## config.mk

```make
export PLATFORM = sky130hd
export DESIGN_NAME = dio_function_logic
export DESIGN_NICKNAME = d
export VERILOG_FILES = /design/src/inc/dio_pkg.sv /design/src/rtl/dio_function_logic.sv
export SDC_FILE = /design/constraint.sdc
export NUM_CORES = 1
export LEC_CHECK = 0
export BUFFER_PORTS_ARGS = -buffer_cell sky130_fd_sc_hd__buf_2
export CORE_UTILIZATION = 55
export DETAILED_ROUTE_END_ITERATION = 8
export MAX_ROUTING_LAYER = met4
export PLACE_DENSITY = 0.88
export SETUP_SLACK_MARGIN = 0.2
export SLEW_MARGIN = 15
export SYNTH_ARGS = -nofsm -noshare
export SYNTH_HDL_FRONTEND = slang
export SYNTH_SLANG_ARGS = --single-unit
```

## constraint.sdc

```tcl
create_clock -name sys_clk_i -period 3.9 [get_ports sys_clk_i]
set_input_delay 0.585 -clock sys_clk_i [delete_from_list [all_inputs] [get_ports sys_clk_i]]
set_output_delay 0.585 -clock sys_clk_i [all_outputs]
set_load 0.02 [all_outputs]
```

## src/inc/dio_pkg.sv

```systemverilog
// Package of constants and carriers for the discrete I/O function logic.
package dio_pkg;

  // ----------------------------------------------------------------------
  // Timing
  // ----------------------------------------------------------------------
  localparam int CLK_HZ = 40_000_000;
  localparam int DWELL_TICK_MS = 10;
  localparam int TICK_CYCLES = CLK_HZ / 1000 * DWELL_TICK_MS;
  localparam logic [18:0] TICK_LAST = 19'(TICK_CYCLES - 1);
  localparam int DWELL_MAX_MS = 2550;
  localparam int DWELL_MAX_TICKS = DWELL_MAX_MS / DWELL_TICK_MS;

  // ----------------------------------------------------------------------
  // APB register map
  // ----------------------------------------------------------------------
  localparam logic [7:0] ADDR_CONFIG = 8'h00;
  localparam logic [7:0] ADDR_STATE = 8'h04;
  localparam logic [7:0] ADDR_DWELL = 8'h08;
  localparam logic [7:0] ADDR_IRQ_STATUS = 8'h0c;
  localparam logic [7:0] ADDR_IRQ_CLEAR = 8'h10;
  localparam logic [7:0] ADDR_IRQ_ENABLE = 8'h14;
  localparam logic [7:0] ADDR_OUTPUTS = 8'h18;

  // Config and dwell register fields.
  localparam int CF_IN2_LSB = 0;
  localparam int CF_IN3_LSB = 4;
  localparam int CF_IN4_LSB = 8;
  localparam int CF_AUX_LSB = 12;
  localparam int CF_FLUID_RDY = 14;
  localparam int CF_FAULT_RDY = 15;
  localparam int CF_METER = 16;
  localparam int CF_STOP_POS = 17;
  localparam int CF_TRIG_EN = 18;
  localparam int DW_POST_LSB = 8;

  // ----------------------------------------------------------------------
  // Encodings
  // ----------------------------------------------------------------------
  localparam logic [3:0] FN_CLEAR_REF = 4'h0;
  localparam logic [3:0] FN_FLUIDIC_TRIG = 4'h1;
  localparam logic [3:0] FN_MOTION_EN = 4'h2;
  localparam logic [3:0] FN_SAVE_GATE = 4'h3;
  localparam logic [3:0] FN_SAVE_VALUE = 4'h4;
  localparam logic [3:0] FN_SAVE_VALUE_DIR = 4'h5;
  localparam logic [3:0] FN_RECALL_VALUE = 4'h6;
  localparam logic [3:0] FN_RECALL_VALUE_DIR = 4'h7;
  localparam logic [3:0] FN_FULL_GATE = 4'h8;

  localparam logic [1:0] AUX_OFF = 2'h0;
  localparam logic [1:0] AUX_FLUIDIC = 2'h1;
  localparam logic [1:0] AUX_PROD = 2'h2;

  localparam int IRQ_W = 4;
  localparam int IRQ_TRIG = 0;
  localparam int IRQ_CLEAR = 1;
  localparam int IRQ_FLUIDIC = 2;
  localparam int IRQ_MOTION_FAULT = 3;

  // Operating state as reported by the controller core.
  typedef enum logic [3:0] {
    ST_IDLE = 4'h0,
    ST_IDLE_REF_REC = 4'h1,
    ST_IDLE_PROD_DIS = 4'h2,
    ST_IDLE_FLUID_DIS = 4'h3,
    ST_NOT_SELECTED = 4'h4,
    ST_MOTION_STOPPED = 4'h5,
    ST_AUTOTRIG_DWELL = 4'h6,
    ST_INITIALIZING = 4'h7,
    ST_FAULTED = 4'h8,
    ST_REFERENCING = 4'h9,
    ST_FLUIDIC_ACTIVE = 4'ha,
    ST_PROD_OPERATING = 4'hb
  } dio_op_state_e;

  // Auxiliary output sequencer.
  typedef enum logic [1:0] {
    AX_IDLE = 2'b00,
    AX_PRE = 2'b01,
    AX_MOVE = 2'b10,
    AX_POST = 2'b11
  } dio_aux_e;

  // Front-panel permission gates.
  typedef struct packed {
    logic recipe_get;
    logic recipe_save;
    logic value_change;
    logic prime_dir;
    logic start_stop;
  } dio_panel_s;

  // Operation requests to the controller core.
  typedef struct packed {
    logic start_op;
    logic meter_run;
    logic meter_stop_pos;
    logic clear_fault;
    logic fluidic_start;
    logic motion_fault;
    logic motion_enable;
    logic move_go;
  } dio_req_s;

endpackage : dio_pkg

```

## src/rtl/dio_function_logic.sv

```systemverilog
// Discrete input decode, ready output and auxiliary output timing.
// Function
// - Contact closure starts dispense or meter operation.
// - Function 0 clears fault, references if needed.
// - Function 1 starts configured fluidic setup operation.
// - Function 2 enables motion; disabled blocks triggers.
// - Motion disabled while running raises fault.
// - Input four values 3-5 gate save group.
// - Input four values 6-8 gate recall group.
// - Ready conducts in the four idle states.
// - Ready off in listed non-ready states.
// - Aux leads movement by pre-op dwell.
// - Aux holds after movement by post dwell.
// - Fluidic-enable aux drives priming valve.
// - Production-enable aux drives nozzle enable.
// - Dispense starts on edge, completes regardless.
// - Meter runs while applied, per stop mode.
// - Ungated panel functions stay enabled from the first clock after reset.
`timescale 1ns/100ps
module dio_function_logic (
  // Clock and reset
  input wire logic sys_clk_i,
  input wire logic reset_n_i,
  // APB slave
  input wire logic psel_i,
  input wire logic penable_i,
  input wire logic pwrite_i,
  input wire logic [7:0] paddr_i,
  input wire logic [31:0] pwdata_i,
  output logic [31:0] prdata_o,
  output logic pready_o,
  output logic pslverr_o,
  // Discrete inputs, high while applied
  input wire logic contact_closure_trigger_i,
  input wire logic config_in2_i,
  input wire logic config_in3_i,
  input wire logic config_in4_i,
  // Controller core status
  input wire dio_pkg::dio_op_state_e op_state_i,
  input wire logic op_running_i,
  input wire logic prod_op_req_i,
  input wire logic prime_active_i,
  input wire logic move_done_i,
  // Requests and gates
  output dio_pkg::dio_req_s req_o,
  output dio_pkg::dio_panel_s panel_o,
  // Outputs, high means conducting
  output logic ready_o,
  output logic aux_o,
  output logic irq_o
);
  import dio_pkg::*;

  typedef struct packed {
    logic [31:0] prdata;
    logic pready;
    logic pslverr;
    logic [18:0] cfg;
    logic [15:0] dwell;
    logic [IRQ_W-1:0] irq_status;
    logic [IRQ_W-1:0] irq_enable;
    logic [3:0] in_prev;
    logic [18:0] tick_cnt;
    logic [7:0] dwell_cnt;
    dio_aux_e aux_state;
    dio_req_s req;
    dio_panel_s panel;
    logic ready;
    logic aux;
    logic irq;
  } dio_state_s;

  dio_state_s r;
  dio_state_s next_r;

  // ----------------------------------------------------------------------
  // Helpers
  // ----------------------------------------------------------------------
  function automatic logic [3:0] cfg_fn(input logic [18:0] cfg,
                                        input int lsb);
    cfg_fn = cfg[lsb +: 4];
  endfunction : cfg_fn

  function automatic logic ready_of(input dio_op_state_e st,
                                    input logic fluid_rdy,
                                    input logic fault_rdy);
    case (st)
      ST_IDLE, ST_IDLE_REF_REC, ST_IDLE_PROD_DIS,
      ST_IDLE_FLUID_DIS: ready_of = 1'b1;
      ST_FAULTED, ST_REFERENCING: ready_of = fault_rdy;
      ST_FLUIDIC_ACTIVE: ready_of = fluid_rdy;
      default: ready_of = 1'b0;
    endcase
  endfunction : ready_of

  logic [3:0] in_now;
  logic [3:0] in_rise;
  logic apb_wr;
  logic apb_rd;
  logic motion_en;
  logic has_motion_input;
  logic fn_clear;
  logic fn_fluid;
  logic [3:0] in4_fn;
  logic tick;
  logic wr_cfg;
  logic wr_dwell;
  logic wr_clear;
  logic wr_enable;
  logic [31:0] out_word;

  always_comb begin
    in_now = {config_in4_i, config_in3_i, config_in2_i,
              contact_closure_trigger_i};
    // Edges are taken against the previous sample, so a contact that is
    // held through reset shows one rising edge just after release.
    in_rise = in_now & ~r.in_prev;
    apb_wr = psel_i && penable_i && pwrite_i && !r.pready;
    apb_rd = psel_i && penable_i && !pwrite_i && !r.pready;
    // One write strobe per writable register.
    wr_cfg = apb_wr && (paddr_i == ADDR_CONFIG);
    wr_dwell = apb_wr && (paddr_i == ADDR_DWELL);
    wr_clear = apb_wr && (paddr_i == ADDR_IRQ_CLEAR);
    wr_enable = apb_wr && (paddr_i == ADDR_IRQ_ENABLE);
    // Read-only snapshot of ready, aux, the sequencer and the trigger and inputs two and three.
    out_word = {25'h0000000, r.ready, r.aux, r.aux_state, in_now[2:0]};
    in4_fn = cfg_fn(r.cfg, CF_IN4_LSB);
    tick = (r.tick_cnt == TICK_LAST);
  end

  // ----------------------------------------------------------------------
  // Next state
  // ----------------------------------------------------------------------
  always_comb begin
    next_r = r;
    next_r.in_prev = in_now;
    next_r.pready = 1'b0;
    next_r.pslverr = 1'b0;
    // Free-running 10 ms time base shared by both production dwells.
    if (tick) begin
      next_r.tick_cnt = '0;
    end else begin
      next_r.tick_cnt = r.tick_cnt + 19'h00001;
    end

    // Configurable input two and three decode.
    // Two motion inputs must both be applied; with none configured, motion
    // stays enabled so that a plain trigger wiring still works.
    has_motion_input = 1'b0;
    motion_en = 1'b1;
    fn_clear = 1'b0;
    fn_fluid = 1'b0;
    for (int i = 1; i <= 2; i++) begin
      case (cfg_fn(r.cfg, (i == 1) ? CF_IN2_LSB : CF_IN3_LSB))
        FN_CLEAR_REF: fn_clear |= in_rise[i];
        FN_FLUIDIC_TRIG: fn_fluid |= in_rise[i];
        FN_MOTION_EN: begin
          has_motion_input = 1'b1;
          motion_en &= in_now[i];
        end
        default: ;
      endcase
    end
    // Fourth input may also take functions 0 to 2.
    case (in4_fn)
      FN_CLEAR_REF: fn_clear |= in_rise[3];
      FN_FLUIDIC_TRIG: fn_fluid |= in_rise[3];
      FN_MOTION_EN: begin
        has_motion_input = 1'b1;
        motion_en &= in_now[3];
      end
      default: ;
    endcase

    next_r.req.motion_enable = motion_en;
    next_r.req.clear_fault = fn_clear;
    next_r.req.fluidic_start = fn_fluid && motion_en;
    // A falling motion input mid-operation is a one-shot fault.
    next_r.req.motion_fault = has_motion_input && !motion_en &&
                              r.req.motion_enable && op_running_i;
    // Dispense fires once per applied edge; the core finishes the dose on
    // its own, so removal of the contact is not forwarded.
    next_r.req.start_op = r.cfg[CF_TRIG_EN] && !r.cfg[CF_METER] &&
                          in_rise[0] && motion_en;
    next_r.req.meter_run = r.cfg[CF_TRIG_EN] && r.cfg[CF_METER] &&
                           in_now[0] && motion_en;
    // The stop mode travels to the core as a level; it acts on release.
    next_r.req.meter_stop_pos = r.cfg[CF_STOP_POS];

    // Front-panel gates; unlisted functions stay open.
    next_r.panel = '1;
    case (in4_fn)
      FN_SAVE_GATE: next_r.panel.recipe_save = in_now[3];
      FN_SAVE_VALUE: begin
        next_r.panel.recipe_save = in_now[3];
        next_r.panel.value_change = in_now[3];
      end
      FN_SAVE_VALUE_DIR: begin
        next_r.panel.recipe_save = in_now[3];
        next_r.panel.value_change = in_now[3];
        next_r.panel.prime_dir = in_now[3];
      end
      FN_RECALL_VALUE, FN_RECALL_VALUE_DIR, FN_FULL_GATE: begin
        next_r.panel.recipe_get = in_now[3];
        next_r.panel.recipe_save = in_now[3];
        next_r.panel.value_change = in_now[3];
        if (in4_fn != FN_RECALL_VALUE) begin
          next_r.panel.prime_dir = in_now[3];
        end
        if (in4_fn == FN_FULL_GATE) begin
          next_r.panel.start_stop = in_now[3];
        end
      end
      default: ;
    endcase

    // Registered so the pin never glitches while the core state moves.
    next_r.ready = ready_of(op_state_i, r.cfg[CF_FLUID_RDY],
                            r.cfg[CF_FAULT_RDY]);

    // Production-enable aux: lead, move, hold. The core waits for move_go.
    next_r.req.move_go = 1'b0;
    case (r.aux_state)
      AX_IDLE: begin
        if (prod_op_req_i) begin
          next_r.dwell_cnt = r.dwell[DW_POST_LSB-1:0];
          next_r.aux_state = AX_PRE;
        end
      end
      AX_PRE: begin
        // A zero dwell releases the core on the very next cycle.
        if (r.dwell_cnt == 8'h00) begin
          next_r.req.move_go = 1'b1;
          next_r.aux_state = AX_MOVE;
        end else if (tick) begin
          next_r.dwell_cnt = r.dwell_cnt - 8'h01;
        end
      end
      AX_MOVE: begin
        if (move_done_i) begin
          next_r.dwell_cnt = r.dwell[DW_POST_LSB +: 8];
          next_r.aux_state = AX_POST;
        end
      end
      AX_POST: begin
        // The output drops two cycles after the count runs out.
        if (r.dwell_cnt == 8'h00) begin
          next_r.aux_state = AX_IDLE;
        end else if (tick) begin
          next_r.dwell_cnt = r.dwell_cnt - 8'h01;
        end
      end
      default: next_r.aux_state = AX_IDLE;
    endcase

    case (r.cfg[CF_AUX_LSB +: 2])
      AUX_FLUIDIC: next_r.aux = prime_active_i;
      AUX_PROD: next_r.aux = (r.aux_state != AX_IDLE);
      default: next_r.aux = 1'b0;
    endcase

    // ----------------------------------------------------------------------
    // Interrupts: a new event wins over a simultaneous clear.
    // ----------------------------------------------------------------------
    if (wr_clear) begin
      next_r.irq_status = r.irq_status & ~pwdata_i[IRQ_W-1:0];
    end
    next_r.irq_status[IRQ_TRIG] |= next_r.req.start_op;
    next_r.irq_status[IRQ_CLEAR] |= fn_clear;
    next_r.irq_status[IRQ_FLUIDIC] |= next_r.req.fluidic_start;
    next_r.irq_status[IRQ_MOTION_FAULT] |= next_r.req.motion_fault;
    next_r.irq = |(next_r.irq_status & r.irq_enable);

    // ----------------------------------------------------------------------
    // APB: answers one cycle into the access phase.
    // ----------------------------------------------------------------------
    // A wrong access answers with an error at once, except a write to the
    // state register, which is dropped with no error like a write that landed.
    if (apb_wr || apb_rd) begin
      next_r.pready = 1'b1;
      next_r.prdata = '0;
      case (paddr_i)
        ADDR_CONFIG: begin
          if (wr_cfg) begin
            next_r.cfg = pwdata_i[18:0];
          end
          next_r.prdata = {13'h0000, r.cfg};
        end
        ADDR_STATE: begin
          next_r.prdata = {28'h0000000, op_state_i};
        end
        ADDR_DWELL: begin
          if (wr_dwell) begin
            next_r.dwell = pwdata_i[15:0];
          end
          next_r.prdata = {16'h0000, r.dwell};
        end
        ADDR_IRQ_STATUS: begin
          next_r.pslverr = apb_wr;
          next_r.prdata = {28'h0000000, r.irq_status};
        end
        ADDR_IRQ_CLEAR: begin
          // Write-only: a read is refused.
          next_r.pslverr = apb_rd;
        end
        ADDR_IRQ_ENABLE: begin
          if (wr_enable) begin
            next_r.irq_enable = pwdata_i[IRQ_W-1:0];
          end
          next_r.prdata = {28'h0000000, r.irq_enable};
        end
        ADDR_OUTPUTS: begin
          next_r.pslverr = apb_wr;
          next_r.prdata = out_word;
        end
        default: begin
          next_r.pslverr = 1'b1;
        end
      endcase
    end
  end

  // Every output is a field of this one register, straight from a flop.
  always_ff @(posedge sys_clk_i or negedge reset_n_i) begin
    if (!reset_n_i) begin
      r <= '0;
    end else begin
      r <= next_r;
    end
  end

  // ----------------------------------------------------------------------
  // Outputs
  // ----------------------------------------------------------------------
  assign prdata_o = r.prdata;
  assign pready_o = r.pready;
  assign pslverr_o = r.pslverr;
  assign req_o = r.req;
  assign panel_o = r.panel;
  assign ready_o = r.ready;
  assign aux_o = r.aux;
  assign irq_o = r.irq;

endmodule : dio_function_logic

```

==> run metrics <==
Leakage Power 3.23 nW; share of cells above drive strength 1 28.0%; setup_tns 0 ns; final worst path period share 68.6%; slowest stage cell, crit path nor2_1; main area contributors after synthesis dfrtp_1 49%, buf_4 5.8%, mux2_4 5.2%; Yosys top cell by area dfrtp_1; Top FF cell, synth dfrtp_1; required time worst endpoint 4.33 ns; Mapped Area 5820 sq um; minimum clock period 2.68 ns; Overall Global Routing Usage 28.2%; CTS tree done; met3 WL 935 um; Sink Count 113; Setup WS post-layout 1.22 ns; Root Buffer clkbuf_8; Longest Clk Path Bufs 2; xor and xnor area share after synthesis 2.41%; DRC viols 0; I/O pin cnt 107; r2r startpoint r[26]; drt initial violations 360; Worst Setup End Kind flip-flop; Compound-Gate Fraction of Synth Area 11.4%; Hold Fails Final Rpt 0; Power Density 444 nW/um^2; dpl ws 1.22 ns; synth cell count leaders 113 x dfrtp_1, 55 x nor2_1, 45 x buf_4; post-route ant nets 0; Post-synth EDFFs 0; Die H 105 um; Met2 Wirelength 7.34 mm; #FFs+latches synth 113; Critical Path Source Type flip-flop; fmax 0.374 GHz; Post-Syn Instances 544; Crit Path Max Fanout 15; sequential area share after synthesis 48.6%; clk_lat worst skew 0.52 ns; CP Cell Sequence ha_1 -> nand3_1 -> or2_2 -> nor2_1 -> nand3_1 -> o211ai_1; largest net degree at the start of global routing 114; normalized max-slew margin 28.5%; syn_area_per_cell 10.7 sq um; vias 4,451; # setup viols final 0; post-synth top area share 48.6%; cts bufs inserted 17; Routed WL 14.4 mm; Die Width 105 um; Nets 661; post-route core utilization 64.3%; first-pass GRT wire length 23.1 mm; max-cap violations 0; area grow syn2layout 13.7%; RSZ-0062 raised after global routing false; Final Slew Violations 0; Synth cell types 64; ys async rst share 100%; HPWL Detailed 9.79 mm; Worst-Margin Slew 1.07 ns; GRT overflow 0; CORE AREA 10,300 sq um; Initial Util 56.6%; Fin Hold WS 0.123 ns; run status completed; buffer and inverter count on the worst path 0; peak supply drop 0.389 mV; initial antenna violation count 0; n_diodes 0; Overall Power 2.94 mW; Synth warnings 0; critical path's top delay family simple AND/OR/NAND/NOR gates; Rows 37; Post-Synth Adder-Cell Area 2.11%; top-count cell post-synth dfrtp_1; routed len/inst 19.4 um; post-CTS setup buffers 0; H-tree levels 4; Buffers on Ports 80; clk slew on worst S/H paths 0.06 ns; Metal-1 WL 5.95 mm; DR pass1 iterations 7; vias per cell 5.99; number of global-route vias before repair 4,542; CP dominant cell by count nand3_1; GP Congestion 0.918; Max Used Layer met4; WP data arrival 3.11 ns; combinational family with the most area after synthesis simple AND/OR/NAND/NOR gates; Worst Hold Class input pin to asynchronous set/reset pin; simple-gate area share of the yosys netlist 16.9%; Crit Path Class flip-flop to flip-flop; Resized Gates After CTS 0; Die ar. 11,000 sq um; Post-CTS Hold Buffers 0; Worst Clk Skew 0.00737 ns; multiplexer area fraction after synthesis 10.1%; CP peak stage delay 0.84 ns; critical path launch point r[26]
## per-layer routing
layer | track usage, % | vias up
li1 | - | 2004
met1 | 34.7 | 2225
met2 | 46.3 | 203
met3 | 6.49 | 19
met4 | 8.95 | 0
met5 | - | -
## final cells by class
type	count	area, sq um
inverter	15	56.3
timing repair buffer	84	445
sequential	113	2830
clock inverter	10	110
tap	136	170
multi-input combinational	364	2540
fill	751	3670
clock buffer	21	459
## worst paths after layout
check	endpoint	slack, ns	depth (start not counted)
worst min-delay path	r[40]	0.12	2
worst min register to register	req_o[5]	0.42	0
max in group asynchronous	r[79]	3.31	2
worst max register to register	r[22]	1.22	6
min in group sys_clk_i	r[48]	0.20	1
worst max-delay path	r[22]	1.22	6
## flip-flops by register name, summed over array words and instances, names as in the netlist
signal and flops:
r 69, prdata_o 19, req_o 8, panel_o 5, in4_fn 4, out_word 2, aux_o 1, irq_o 1
next_r 1, pready_o 1, pslverr_o 1, ready_o 1
## report_power, final
part	total (mW)	switching [mW]	internal (mW)
sequential	1.24	0.0260	1.21
clock	1.48	0.534	0.949
combinational	0.218	0.143	0.0749
total	2.94	0.702	2.24
## kinds of logic after synthesis
| group | after synthesis |
|---|---|
| AND/OR/NAND/NOR | 185 |
| flip-flops | 113 |
| AO/OA/AOI/OAI | 94 |
| buffers and inverters | 79 |
| multiplexers | 46 |
| XOR/XNOR | 16 |
| adder cells (fa/ha/maj) | 10 |
| other | 1 |
## layout by cell type, fill, tap and decap left out, types with 5 or more instances in the layout
cell type    n
a31oi_1      5
nor3b_1      5
nor2b_1      6
mux2_4      20
and3_1       8
o21ai_0     27
dfrtp_1    113
conb_1      13
mux2i_1      5
xnor2_1      8
a21o_1       5
clkbuf_16   16
nand2_1     38
buf_2       79
inv_1       15
mux2_2      21
nand3_1     17
a221oi_1    11
nor4b_1      6
or2_2        6
xor2_1       8
nor2_1      55
ha_1         9
a22oi_1      6
nor3_1      11
a21oi_1      7
## per-stage QoR
stage | instances | area, sq um
2_1_floorplan | 556 | 5860
3_3_place_gp | 712 | 6040
3_5_place_dp | 712 | 6040
4_1_cts | 743 | 6610
5_1_grt | 743 | 6610
6_report | 743 | 6610
(Power assumes the default switching activity.)
